--- src/opt_pkg.sv ---
// constants shared by the output protection threshold registers
package opt_pkg;
    // register indices on the management port
    localparam logic [2:0] OPT_IDX_UV = 3'h0;
    localparam logic [2:0] OPT_IDX_OV = 3'h1;
    localparam logic [2:0] OPT_IDX_OCR = 3'h2;
    localparam logic [2:0] OPT_IDX_OCF = 3'h3;
    localparam logic [2:0] OPT_IDX_DIS = 3'h4;
    localparam logic [2:0] OPT_IDX_STAT = 3'h5;
    // power-on values
    localparam logic [15:0] OPT_UV_RST = 16'h0a0f;
    localparam logic [15:0] OPT_OV_RST = 16'h0afe;
    localparam logic [15:0] OPT_OCR_RST = 16'hbe00;
    localparam logic [15:0] OPT_OCF_RST = 16'hb900;
    localparam logic [15:0] OPT_DIS_RST = 16'h0000;
    // field positions
    localparam int OPT_HY_LSB = 8;
    localparam int OPT_THR_LSB = 0;
    localparam int OPT_OC_LSB = 6;
    localparam int OPT_DIS_BIT = 0;
    localparam logic [15:0] OPT_OC_MASK = 16'hffc0;
    // widths
    localparam int OPT_SETPT_W = 12;
    localparam int OPT_OC_W = 10;
    localparam int OPT_CW = 15;
    // voltage codes count four 10 mV steps, so shift by two
    localparam int OPT_VSTEP_SHIFT = 2;
    // safe level 0.8 V in 10 mV steps
    localparam logic [11:0] OPT_VSAFE_CODE = 12'h050;
    // timing
    localparam int OPT_CLK_HZ = 40000000;
    localparam int OPT_DIS_TIME_MS = 600;
    localparam int OPT_DIS_CYCLES = (OPT_CLK_HZ / 1000) * OPT_DIS_TIME_MS;
endpackage

--- src/opt_det_if.sv ---
// threshold comparator link between the register bank and each detector
`timescale 1ns/1ps
`default_nettype none
interface opt_det_if;
    logic signed [14:0] trip;
    logic signed [14:0] clr;
    logic signed [14:0] meas;
    logic rising;
    logic flag;
    modport det (input trip, input clr, input meas, input rising, output flag);
    modport ctl (output trip, output clr, output meas, output rising, input flag);
endinterface
`default_nettype wire

--- src/opt_hyst_det.sv ---
// one fault flag with trip and clear levels
`timescale 1ns/1ps
`default_nettype none
module opt_hyst_det
    import opt_pkg::*;
(
    input wire logic clk,
    input wire logic rst_n,
    opt_det_if.det dif
);
    typedef struct packed {
        logic flag;
    } opt_det_s;

    opt_det_s st_ff;
    opt_det_s nxt_st;
    logic set_hit;
    logic clr_hit;

    assign set_hit = dif.rising ? (dif.meas > dif.trip) : (dif.meas < dif.trip);
    assign clr_hit = dif.rising ? (dif.meas <= dif.clr) : (dif.meas >= dif.clr);

    ////////////////////////////////////////////////////////////////////////
    always_comb begin
        nxt_st = st_ff;
        // (RULE15) set beats clear
        if (set_hit) begin
            nxt_st.flag = 1'b1;
        end else if (clr_hit) begin
            nxt_st.flag = 1'b0;
        end
    end

    always_ff @(posedge clk) begin
        if (!rst_n) begin
            st_ff <= '0;
        end else begin
            st_ff <= nxt_st;
        end
    end

    assign dif.flag = st_ff.flag;
endmodule
`default_nettype wire

--- src/opt_threshold_regs.sv ---
// output protection threshold registers with their fault and discharge logic
//
// Contract
// (RULE1) undervoltage register: hysteresis high, threshold low, 0x0A0F
// (RULE2) undervoltage trip is setpoint minus code*40mV
// (RULE3) undervoltage hysteresis in 40 mV units
// (RULE4) overvoltage register: hysteresis high, threshold low, 0x0AFE
// (RULE5) overvoltage trip is setpoint plus code*40mV
// (RULE6) overvoltage hysteresis in 40 mV units
// (RULE7) rising current code in bits 15-6, 0xBE00
// (RULE8) current code step is 100 uV shunt drop
// (RULE9) falling current register same layout, default 0xB900
// (RULE10) falling current code uses same scaling
// (RULE11) current registers bits 5-0 read zero
// (RULE12) discharge register read/write, resets to zero
// (RULE13) setpoint is 12-bit code, 10 mV steps
// (RULE14) bit 0: 600 ms timed or down to 0.8 V
// (RULE15) flags set at trip, clear past hysteresis
`timescale 1ns/1ps
`default_nettype none
module opt_threshold_regs
    import opt_pkg::*;
#(
    parameter int DIS_CYCLES = OPT_DIS_CYCLES
)(
    input wire logic clk,
    input wire logic rst_n,
    input wire logic [2:0] reg_addr,
    input wire logic reg_wr,
    input wire logic [15:0] reg_wdata,
    output logic [15:0] reg_rdata,
    input wire logic [11:0] vout_setpoint,
    input wire logic [11:0] meas_vout,
    input wire logic [9:0] meas_iout,
    input wire logic discharge_start,
    output logic uv_fault,
    output logic ov_fault,
    output logic oc_fault,
    output logic discharge_active,
    output logic discharge_to_vsafe
);
    localparam int CNT_W = $clog2(DIS_CYCLES + 1);

    if (DIS_CYCLES < 1) begin : g_bad_cycles
        $error("DIS_CYCLES must be at least one");
    end

    typedef struct packed {
        logic [15:0] uv;
        logic [15:0] ov;
        logic [15:0] ocr;
        logic [15:0] ocf;
        logic dis_sel;
        logic dis_mode;
        logic dis_on;
        logic [CNT_W-1:0] dis_cnt;
        logic [15:0] rdata;
    } opt_regs_s;

    opt_regs_s st_ff;
    opt_regs_s nxt_st;
    logic [15:0] rd_mux;
    logic wr_uv;
    logic wr_ov;
    logic wr_ocr;
    logic wr_ocf;
    logic wr_dis;

    assign wr_uv = reg_wr && (reg_addr == OPT_IDX_UV);
    assign wr_ov = reg_wr && (reg_addr == OPT_IDX_OV);
    assign wr_ocr = reg_wr && (reg_addr == OPT_IDX_OCR);
    assign wr_ocf = reg_wr && (reg_addr == OPT_IDX_OCF);
    assign wr_dis = reg_wr && (reg_addr == OPT_IDX_DIS);

    ////////////////////////////////////////////////////////////////////////
    // threshold levels, all in 10 mV or 100 uV units, signed so a trip below zero never wraps
    opt_det_if uv_if ();
    opt_det_if ov_if ();
    opt_det_if oc_if ();

    logic signed [14:0] setpt_s;
    // (RULE13) setpoint as 10 mV code
    assign setpt_s = $signed({3'b000, vout_setpoint});

    // (RULE2) undervoltage trip level
    assign uv_if.trip = setpt_s - $signed({5'b00000, st_ff.uv[OPT_THR_LSB +: 8], 2'b00});
    // (RULE3) undervoltage clear level
    assign uv_if.clr = uv_if.trip + $signed({5'b00000, st_ff.uv[OPT_HY_LSB +: 8], 2'b00});
    assign uv_if.meas = $signed({3'b000, meas_vout});
    assign uv_if.rising = 1'b0;

    // (RULE5) overvoltage trip level
    assign ov_if.trip = setpt_s + $signed({5'b00000, st_ff.ov[OPT_THR_LSB +: 8], 2'b00});
    // (RULE6) overvoltage clear level
    assign ov_if.clr = ov_if.trip - $signed({5'b00000, st_ff.ov[OPT_HY_LSB +: 8], 2'b00});
    assign ov_if.meas = $signed({3'b000, meas_vout});
    assign ov_if.rising = 1'b1;

    // (RULE8) rising code compared as shunt drop
    assign oc_if.trip = $signed({5'b00000, st_ff.ocr[OPT_OC_LSB +: OPT_OC_W]});
    // (RULE10) falling code on same scale
    assign oc_if.clr = $signed({5'b00000, st_ff.ocf[OPT_OC_LSB +: OPT_OC_W]});
    assign oc_if.meas = $signed({5'b00000, meas_iout});
    assign oc_if.rising = 1'b1;

    opt_hyst_det u_uv_det (
        .clk(clk),
        .rst_n(rst_n),
        .dif(uv_if.det)
    );

    opt_hyst_det u_ov_det (
        .clk(clk),
        .rst_n(rst_n),
        .dif(ov_if.det)
    );

    opt_hyst_det u_oc_det (
        .clk(clk),
        .rst_n(rst_n),
        .dif(oc_if.det)
    );

    ////////////////////////////////////////////////////////////////////////
    always_comb begin
        case (reg_addr)
            OPT_IDX_UV: rd_mux = st_ff.uv;
            OPT_IDX_OV: rd_mux = st_ff.ov;
            OPT_IDX_OCR: rd_mux = st_ff.ocr;
            OPT_IDX_OCF: rd_mux = st_ff.ocf;
            OPT_IDX_DIS: rd_mux = {15'h0000, st_ff.dis_sel};
            OPT_IDX_STAT: rd_mux = {12'h000, st_ff.dis_on, oc_if.flag, ov_if.flag, uv_if.flag};
            default: rd_mux = 16'h0000;
        endcase
    end

    always_comb begin
        nxt_st = st_ff;
        nxt_st.rdata = rd_mux;
        // (RULE1) undervoltage register write
        if (wr_uv) begin
            nxt_st.uv = reg_wdata;
        end
        // (RULE4) overvoltage register write
        if (wr_ov) begin
            nxt_st.ov = reg_wdata;
        end
        // (RULE11) low six bits never stored
        // (RULE7) rising code, low bits dropped
        if (wr_ocr) begin
            nxt_st.ocr = reg_wdata & OPT_OC_MASK;
        end
        // (RULE9) falling code, low bits dropped
        if (wr_ocf) begin
            nxt_st.ocf = reg_wdata & OPT_OC_MASK;
        end
        // (RULE12) discharge select write
        if (wr_dis) begin
            nxt_st.dis_sel = reg_wdata[OPT_DIS_BIT];
        end
        // (RULE14) discharge sequencing; mode latched at start so a write mid-way cannot cut it short
        if (discharge_start && !st_ff.dis_on) begin
            nxt_st.dis_on = 1'b1;
            nxt_st.dis_mode = st_ff.dis_sel;
            nxt_st.dis_cnt = CNT_W'(DIS_CYCLES - 1);
        end else if (st_ff.dis_on) begin
            if (st_ff.dis_mode) begin
                if (meas_vout <= OPT_VSAFE_CODE) begin
                    nxt_st.dis_on = 1'b0;
                end
            end else if (st_ff.dis_cnt == '0) begin
                nxt_st.dis_on = 1'b0;
            end else begin
                nxt_st.dis_cnt = st_ff.dis_cnt - CNT_W'(1);
            end
        end
    end

    always_ff @(posedge clk) begin
        if (!rst_n) begin
            st_ff.uv <= OPT_UV_RST;
            st_ff.ov <= OPT_OV_RST;
            st_ff.ocr <= OPT_OCR_RST;
            st_ff.ocf <= OPT_OCF_RST;
            st_ff.dis_sel <= OPT_DIS_RST[OPT_DIS_BIT];
            st_ff.dis_mode <= 1'b0;
            st_ff.dis_on <= 1'b0;
            st_ff.dis_cnt <= '0;
            st_ff.rdata <= 16'h0000;
        end else begin
            st_ff <= nxt_st;
        end
    end

    assign reg_rdata = st_ff.rdata;
    assign uv_fault = uv_if.flag;
    assign ov_fault = ov_if.flag;
    assign oc_fault = oc_if.flag;
    assign discharge_active = st_ff.dis_on;
    assign discharge_to_vsafe = st_ff.dis_sel;
endmodule
`default_nettype wire

--- config.mk ---
export PLATFORM = sky130hd
export DESIGN_NAME = opt_threshold_regs
export DESIGN_NICKNAME = d
export VERILOG_FILES = /design/src/opt_pkg.sv /design/src/opt_det_if.sv /design/src/opt_hyst_det.sv /design/src/opt_threshold_regs.sv
export SDC_FILE = /design/constraint.sdc
export NUM_CORES = 1
export LEC_CHECK = 0
export ABC_AREA = 1
export ABC_CLOCK_PERIOD_IN_PS = 6550
export BUFFER_PORTS_ARGS = -buffer_cell sky130_fd_sc_hd__buf_4
export CAP_MARGIN = 20
export CORE_ASPECT_RATIO = 0.7
export CORE_MARGIN = 4
export CORE_UTILIZATION = 25
export DETAILED_ROUTE_END_ITERATION = 12
export GPL_TIMING_DRIVEN = 0
export SLEW_MARGIN = 20
export SYNTH_ARGS = -nofsm -noshare
export SYNTH_HDL_FRONTEND = slang
export SYNTH_SLANG_ARGS = --single-unit
--- constraint.sdc ---
create_clock -name clk -period 6.55 [get_ports clk]
set_input_delay 0.655 -clock clk [delete_from_list [all_inputs] [get_ports clk]]
set_output_delay 0.655 -clock clk [all_outputs]
set_load 0.02 [all_outputs]
; ---- Word level (Yosys, flattened, before mapping)
; Index checks and enable logic that the tools add are counted.
[totals]
out_inout_bits = 21
word_cells = 65
register_bits = 99
input_bits = 57
[op_classes]
magnitude_cmp = 7
mux = 14
n_reduce_logical = 16
n_eq_ne = 7
add_sub_neg = 5
bitwise_logic = 3
[ops]
columns = operator, n
row1 = 16-bit one-hot mux with 6 select lines, 1
row2 = 26-bit 2-to-1 mux, 2
row3 = 25-bit 2-to-1 mux, 2
row4 = 25-bit zero test, 1
row5 = "25-bit by 1-bit subtractor with 25-bit output, second input constant", 1
row6 = 13-bit by 11-bit adder with 14-bit output, 1
row7 = 13-bit by 14-bit >= comparator with 1-bit output, 1
row8 = 13-bit by 14-bit <= comparator with 1-bit output, 1
row9 = 13-bit by 10-bit subtractor with 14-bit output, 1
row10 = 12-bit by 10-bit adder with 13-bit output, 1
row11 = 12-bit by 13-bit > comparator with 1-bit output, 1
row12 = 13-bit less-than comparator, 1
row13 = 12-bit by 10-bit subtractor with 13-bit output, 1
row14 = "12-bit by 7-bit <= comparator with 1-bit output, second input constant", 1
row15 = 10-bit > comparator, 1
row16 = 10-bit <= comparator, 1
row17 = 1-bit 2-to-1 mux, 9
row18 = 2-bit nonzero test, 4
row19 = "3-bit by 2-bit == test with 1-bit output, second input constant", 2
row20 = "3-bit == test, second input constant", 2
row21 = 1-bit logical AND, 6
row22 = 3-bit AND reduction, 2
row23 = "3-bit by 1-bit == test with 1-bit output, second input constant", 1
row24 = 3-bit zero test, 1
row25 = other kinds (5), 7

; ---- Logic depth before layout (Yosys ltp)
; Gate-level depths: netlist (run 1).
[depth]
word_depth = 5
ltp_mapped = 29
ltp_nobuf = 29

; ---- Cells and area by module
; Synthesis (run 1) repeated with hierarchy kept, for this count alone.
[unflattened]
hier_cells = 1370
area_unflattened_um2 = 8946.1
[by_module_without_submodules]
columns = module, n_inst, area_per_inst_um2, cells_each
row1 = opt_threshold_regs, 1, 6029.5, 875
row2 = opt_hyst_det, 3, 972.2, 165

; ---- Least setup slack after synthesis (run 1)
; OpenSTA, ideal clock, no wires.
[synth_timing]
kind = input to register
from = input port vout_setpoint[2]
to = register u_ov_det.st_ff (netlist: u_ov_det.dif.flag)
path_stages = 26
slack_ps = 2624
n_path_buf = 0
arrival_ps = 3856
required_ps = 6480
path_cell_list = ha_1 -> fa_1 -> nand3_1 -> nand3_1 -> nand2_1 -> nand2_1 -> xor2_1 -> ha_1 -> a21o_1 -> nor2_1 -> nand2_1 -> inv_1 -> nor2_1 -> nor3_1 -> xor2_1 -> ha_1 -> nand2_1 -> nor3_1 -> nand2_1 -> nand3_1 -> nand2_1 -> nor2_1 -> nand2_1 -> nand2_1 -> nand2_1 -> a21oi_1
[synth_via]
elab_chain_len = 4
elab_cells_between_ends = 6
cone_classes = add/sub (2) / order compare (2) / mux (1) / reduce/logical (1)
[synth_rtl]
columns = item, line_no
row1 = start: declaration, opt_threshold_regs.sv:32  ; input wire logic [11:0] vout_setpoint,
row2 = 12-bit by 10-bit adder with 13-bit output (*), opt_threshold_regs.sv:93  ; assign ov_if.trip = setpt_s + $signed({5'b00000, st_ff.ov[OPT_THR_LSB +: 8], 2'b00});
row3 = 13-bit by 10-bit subtractor with 14-bit output, opt_threshold_regs.sv:95  ; assign ov_if.clr = ov_if.trip - $signed({5'b00000, st_ff.ov[OPT_HY_LSB +: 8], 2'b00});
row4 = 13-bit by 14-bit <= comparator with 1-bit output, opt_hyst_det.sv:21  ; assign clr_hit = dif.rising ? (dif.meas <= dif.clr) : (dif.meas >= dif.clr);
row5 = 2-bit nonzero test (no line), -
row6 = end signal: assignment, opt_hyst_det.sv:38  ; st_ff <= nxt_st;
row7 = end: declaration, opt_hyst_det.sv:15  ; opt_det_s st_ff;
; Every way passes the cells marked *; elsewhere a longest branch is shown, timed or not.
; A chain may end at the register's enable or synchronous reset.

; ---- Worst setup path in the final report (run 1)
; Same ends and word-level chain as after synthesis.

==> results of run 1 <==
==> registers in the layout (all words and copies together) (netlist names) <==
register            count
reg_rdata              16
oc_if.clr              10
u_oc_det.dif.flag       1
st_ff                  58
discharge_to_vsafe      1
u_uv_det.dif.flag       1
u_ov_det.dif.flag       1
oc_if.trip             10
discharge_active        1
==> cells by family after synthesis <==
kind of cell / count (synthesis) / share of synthesized area (%)
XOR/XNOR: 39 / 4.486
AND/OR/NAND/NOR: 464 / 26.03
flip-flops: 99 / 26.03
adder cells (fa/ha/maj): 99 / 16.66
AO/OA/AOI/OAI: 215 / 16.17
buffers and inverters: 196 / 10.62
==> per-stage QoR <==
stage	util [%]	area, um^2	worst slack [ns]
floorplan	-	7614	2.624
global placement	28.96	8700	1.702
detailed placement	28.96	8700	1.800
CTS	29.95	8996	2.165
global route	29.95	8996	1.670
finish	29.95	8996	2.093
==> layout make-up <==
cell class / instances / area (um^2) / area share [%]
flip-flops and latches: 99 / 1982 / 22.03
plain buffers: 39 / 216.5 / 2.406
clock inverters: 5 / 43.79 / 0.4868
repair buffers: 76 / 570.5 / 6.342
clock buffers: 11 / 252.7 / 2.809
multi-input cells: 817 / 4823 / 53.62
inverters: 157 / 591.8 / 6.579
well taps: 412 / 515.5 / 5.730
==> tightest hold or removal path: stages, from the launching register on <==
cell     delay [ns]
dfxtp_1        0.32
nand2_1        0.06
a21oi_1        0.05
==> power by group through the flow <==
stage	logic [mW]	registers [mW]	clock network (mW)
CTS	0.666	0.659	0.559
global placement	0.655	0.673	0
finish	0.670	0.660	0.546
floorplan	0.471	0.669	0
detailed placement	0.661	0.673	0
global route	0.767	0.664	0.583
==> metal layers <==
layer	track usage (%)	wire length, um	vias up
li1	-	-	3837
met3	3.951	1830	23
met5	0	11	-
met2	20.66	9853	225
met4	3.016	312	2
met1	22.17	12600	3414
==> cells in the mapped netlist (3+ instances only) <==
library cell	count	area [um^2]
nand2_2	6	37.54
o21ai_1	3	15.01
clkbuf_1	18	67.56
nor4_1	4	25.02
buf_4	16	120.1
clkinv_1	3	11.26
nor2_2	5	31.28
o21ai_0	53	265.3
ha_1	95	1189
nor2_4	4	45.04
a221oi_1	11	96.34
inv_1	151	566.8
nand2_4	3	33.78
a31oi_1	8	50.05
a21oi_1	98	490.5
o22ai_1	13	81.33
dfxtp_1	99	1982
nand3_1	61	305.3
nor3_1	8	40.04
xor2_1	23	201.4
nand4_1	12	75.07
fa_1	4	80.08
xnor2_1	16	140.1
nor2_1	106	397.9
nand2_1	248	930.9
o211ai_1	15	112.6
==> how the worst max path moves through the flow <==
stage	startpoint	end	slack, ns	depth (start not counted)
6_report	vout_setpoint[2]	u_ov_det.dif.flag	2.09	27
5_1_grt	vout_setpoint[2]	u_ov_det.dif.flag	1.67	27
4_1_cts	vout_setpoint[2]	u_ov_det.dif.flag	2.16	27
3_5_place_dp	vout_setpoint[2]	u_ov_det.dif.flag	1.80	27
3_3_place_gp	vout_setpoint[2]	u_ov_det.dif.flag	1.70	27
2_1_floorplan	vout_setpoint[2]	u_ov_det.dif.flag	2.62	26
==> results by group, run 1 <==
STA
  • Final Hold Violating Endpoints: 0
  • Setup TNS Final: 0 ns
  • Hold Slack: ~0.47 ns
  • Clock Skew: about 0.014 ns
  • FMAX: between 200 and 250 MHz
  • Final setup violation count: 0
  • Pins Over Slew Limit: 0
  • Final Cycle Share: about two thirds
  • Tmin final: 4.457 ns
  • Worst Max-Slew Pin Slew: about 0.76 ns
  • RSZ-0062 raised after global routing: false
  • Slew HR: around half

Place
  • Port bufs: 76
  • Dpl cells: around 1.6k
  • GPL Wtd Cong: between 0.9 and 1
  • Detailed Place HPWL: around 20000 um

Global route
  • Pin count of the biggest net entering global routing: 18
  • First-pass GRT wire length: around 38000 um
  • GRT Util Overall: between 10% and 20%
  • Antenna violations before repair: 1
  • Vias in the first global route: 6818
  • GRT overflow: 0

Logic synthesis
  • Gate Count Post-Synth: ~1.1k
  • Async SR Flop Fraction: 0%
  • Post-synthesis cell area: 0.007614 mm^2
  • Register bit total from synthesis: 99
  • Post-synth EDFFs: 0
  • Ys Warns: 0
  • Sequential share of the synthesized area: about a quarter
  • Syn_area_per_cell: roughly 7 um^2
  • Top_reg_cell synth: dfxtp_1
  • Syn Nets: between 1k and 1.5k
  • Synth cell types: 46

Power
  • Max VDD drop: 0.1358 mV
  • LEAKAGE: approximately 4.4 nW
  • Clock power frac: 29.1%
  • Switching share of power: roughly 37%
  • Sequential share of power: a little over a third
  • Total chip power: roughly 1.9 mW
  • Sw power: around 700 uW
  • Internal power: ~1.2 mW
  • Combinational share of power: between 30% and 40%
  • Pwr Density: roughly 210 mW/mm^2

Clocking
  • Max H-tree Level: 3
  • CTS tree: yes
  • Clock transition at the registers of the reported paths: ~0.080 ns
  • Setup repair bufs after CTS: 0
  • TritonCTS buffer count: 9
  • Post_cts resized: 0
  • Worst skew pair latency: approximately 0.37 ns
  • Root Driver: clkbuf_16
  • Clock Tree Buf Depth: 2
  • Hold Buf Count CTS: 0
  • Sink Count: 99

Finish
  • Synth-to-layout area growth: 18.16%
  • Layout Nets: about 1.4k
  • Most frequent cells in the layout: 248 x nand2_1, 151 x inv_1, 106 x nor2_1, 99 x dfxtp_1, 98 x a21oi_1
  • Ant. Diodes: 0
  • Layout cell share with drive strength beyond 1: a little under an eighth
  • Fill cell count: approximately 3.3k
  • Commonest non-fill, non-tap cell in the layout: nand2_1
  • Cell Count, Final, Fillers Out: roughly 1.6k

Outcome
  • Status: completed

Detailed routing
  • Post-DR wirelength/cell: between 15 and 20 um
  • DR iter-0 viols: 640
  • First drt pass iteration count: 6
  • ANT nets after route: 0
  • Via density: between 4 and 5
  • Via count: 7501
  • WL final: 24610 um
  • DR DRC count: 0

Floorplanning
  • Die area: around 0.033 mm^2
  • I/O Pins: between 70 and 80
  • Starting Density: 25.34%
  • Site Rows: 53
  • CORE AREA: about 0.03 mm^2
  • Die span in x: about 220 um
  • Die height: 154.0 um

Critical path
  • Worst path buffer plus inverter count: 2
  • RR Startpoint: st_ff[76]
  • Crit path launch type: primary input
  • Worst path arrival time: between 4 and 5 ns
  • FF-to-FF setup slack: 2.15 ns
  • CP top delay family: simple AND/OR/NAND/NOR gates
  • Worst R2R Path Depth: 26
  • Crit end category: flop
  • R2r endpoint: u_ov_det.dif.flag
  • Slowest cell on the critical path: fa_1
  • CP max FO: 4
  • Most frequent CP cell: nand2_1
  • Max stage delay on crit path: 0.46 ns
  • CP Class: in -> reg
  • Crit path required time: approximately 6.9 ns

Worst hold path
  • Hold Crit Depth: 2
  • Hold path startpoint: st_ff[40]
  • Worst hold endpoint: st_ff[40]
  • Hold/Removal Path Class: reg -> reg

Run
  • Max-cap violation count: 0
(Power assumes the default switching activity.)
==> run 2, diff against run 1 <==
--- a/config.mk
+++ b/config.mk
@@ -6,7 +6,7 @@
 export NUM_CORES = 1
 export LEC_CHECK = 0
 export ABC_AREA = 1
-export ABC_CLOCK_PERIOD_IN_PS = 6550
+export ABC_CLOCK_PERIOD_IN_PS = 4600
 export BUFFER_PORTS_ARGS = -buffer_cell sky130_fd_sc_hd__buf_4
 export CAP_MARGIN = 20
 export CORE_ASPECT_RATIO = 0.7
==> constraint.sdc (replaced) <==
create_clock -name clk -period 4.6 [get_ports clk]
set_input_delay 0.46 -clock clk [delete_from_list [all_inputs] [get_ports clk]]
set_output_delay 0.46 -clock clk [all_outputs]
set_load 0.02 [all_outputs]
==> run 2 against run 1 <==
Combinational power is 43% higher. Sequential cell count unchanged. Hold slack got worse by 0.15 ns. Global-route usage did not move. Count of clock-buffer cells in the layout unchanged. Final cell count stayed put. Non-clock buffer count is the same. Utilization is 0.058 points higher. Setup slack worse by 1.6 ns. Largest cell class unchanged. Largest power group unchanged.
==> results by group, run 2 (synthesis results as in run 1) <==
Detailed routing
  • ANT nets after route: 0 (unchanged)
  • First drt pass iteration count: 5 (-1)
  • DR DRC count: 0 (unchanged)
  • DR iter-0 viols: 648 (+1.3%)
  • WL final: 24730 um (+0.48%)
  • Via count: 7539 (+0.51%)
  • Via density: 4.665 (+0.51%)
  • Post-DR wirelength/cell: 15.30 um (+0.48%)

Place
  • Place WS: 0.04496 ns (-1.755 ns)
  • Detailed Place HPWL: 20230 um (unchanged)
  • GPL Wtd Cong: 0.9153 (unchanged)
  • Port bufs: 76 (unchanged)

STA
  • Clock Skew: 0.01145 ns (-0.002122 ns)
  • Tmin final: around 4.1 ns
  • Setup TNS Final: 0 ns (unchanged)
  • Setup slack after layout: 0.4697 ns (-1.624 ns)
  • Final setup violation count: 0 (unchanged)
  • Final Cycle Share: ~90%
  • Hold Slack: 0.3164 ns (-0.1524 ns)
  • Final Hold Violating Endpoints: 0 (unchanged)
  • RSZ-0062 raised after global routing: false
  • Slew HR: 48.97% (-0.14 points)
  • FMAX: ~240 MHz
  • Pins Over Slew Limit: 0 (unchanged)
  • Worst Max-Slew Pin Slew: 0.7654 ns (+0.002080 ns)

Finish
  • Layout Nets: 1355 (unchanged)
  • Layout cell share with drive strength beyond 1: 11.79% (+0.25 points)
  • Synth-to-layout area growth: 18.39%
  • Commonest non-fill, non-tap cell in the layout: nand2_1
  • Largest register FFs: 58 (unchanged)
  • Most frequent cells in the layout: 248 x nand2_1, 151 x inv_1, 106 x nor2_1, 99 x dfxtp_1, 98 x a21oi_1
  • Final Util: 30.01% (+0.058 points)
  • Biggest register: st_ff
  • Ant. Diodes: 0 (unchanged)

Floorplanning
  • Die area: 0.03335 mm^2 (unchanged)
  • I/O Pins: 78 (unchanged)
  • Site Rows: 53 (unchanged)
  • Die height: 154.0 um (unchanged)
  • Die span in x: 216.6 um (unchanged)
  • Starting Density: 25.34% (unchanged)
  • CORE AREA: 0.03004 mm^2 (unchanged)

Global route
  • Pin count of the biggest net entering global routing: 18 (unchanged)
  • Antenna violations before repair: 1 (unchanged)
  • First-pass GRT wire length: 38060 um (unchanged)
  • GRT overflow: 0 (unchanged)
  • Vias in the first global route: 6818 (unchanged)
  • GRT Util Overall: 14.67% (unchanged)

Critical path
  • Worst path arrival time: 4.43 ns (-0.33 ns)
  • CP top delay family: simple AND/OR/NAND/NOR gates
  • Crit end category: flop
  • Worst path buffer plus inverter count: 1 (-1)
  • Crit path launch type: flop
  • Most frequent CP cell: nand2_1
  • Max stage delay on crit path: 0.46 ns (about the same)
  • CP max FO: 4 (unchanged)
  • Crit path required time: 4.90 ns (-1.95 ns)
  • CP Class: reg -> reg
  • Slowest cell on the critical path: fa_1

Clocking
  • Post_cts resized: 0 (unchanged)
  • Sink Count: 99 (unchanged)
  • Worst skew pair latency: 0.37 ns (about the same)
  • Clock transition at the registers of the reported paths: 0.08 ns (about the same)
  • Clock Tree Buf Depth: 2 (unchanged)
  • CTS tree: yes
  • Root Driver: clkbuf_16
  • TritonCTS buffer count: 9 (unchanged)
  • Setup repair bufs after CTS: 0 (unchanged)
  • Hold Buf Count CTS: 0 (unchanged)
  • Max H-tree Level: 3 (unchanged)

Power
  • LEAKAGE: 4.389 nW (about the same)
  • Total chip power: 2.678 mW (+43%)
  • Max VDD drop: 0.1938 mV (+43%)
  • Pwr Density: 297.1 mW/mm^2 (+43%)

Worst hold path
  • Hold/Removal Path Class: in -> reg

Outcome
  • Status: completed

Run
  • Max-cap violation count: 0 (unchanged)
==> run 2: path summary, 6_finish.rpt <==
path	startpoint	end	slack, ns	cells past startpoint
min reg2reg	st_ff[40]	st_ff[40]	0.47	2
min	reg_wdata[5]	st_ff[81]	0.32	3
max	st_ff[76]	u_ov_det.dif.flag	0.47	26
max reg2reg	st_ff[76]	u_ov_det.dif.flag	0.47	26
==> run 2: worst register-to-register path, delay by kind of cell (launching register included) <==
kind            cells  cell delay, ns
xor+xnor            2            0.36
flops               1            0.34
compound gates      2            0.30
buf+inv             1            0.06
fa+ha+maj           4            1.35
simple gates       17            1.64
==> run 2: power by group <==
part	switching (mW)	internal (mW)
clock	0.376	0.403
sequential	0.0379	0.901
combinational	0.587	0.373
total	1.00	1.68
==> run 2: layer usage <==
layer	routed length [um]	up-vias	GRT usage [%]
met3	1840	19	3.951
li1	-	3835	-
met4	300	2	3.016
met5	11	-	0
met1	12630	3452	22.17
met2	9947	231	20.66
==> run 2: final cells by class <==
class                   instances  area (um^2)
clock buffers                  11        252.7
clock inverters                 5        43.79
well taps                     412        515.5
multi-input cells             817         4841
flip-flops and latches         99         1982
fillers                      3292        21030
inverters                     157        591.8
plain buffers                  39        216.5
repair buffers                 76        570.5
==> run 2: through the flow <==
stage	instance area (um^2)	instances
finish	9014	1616
global placement	8700	1600
floorplan	7614	1112
detailed placement	8700	1600
global route	9014	1616
CTS	8996	1616
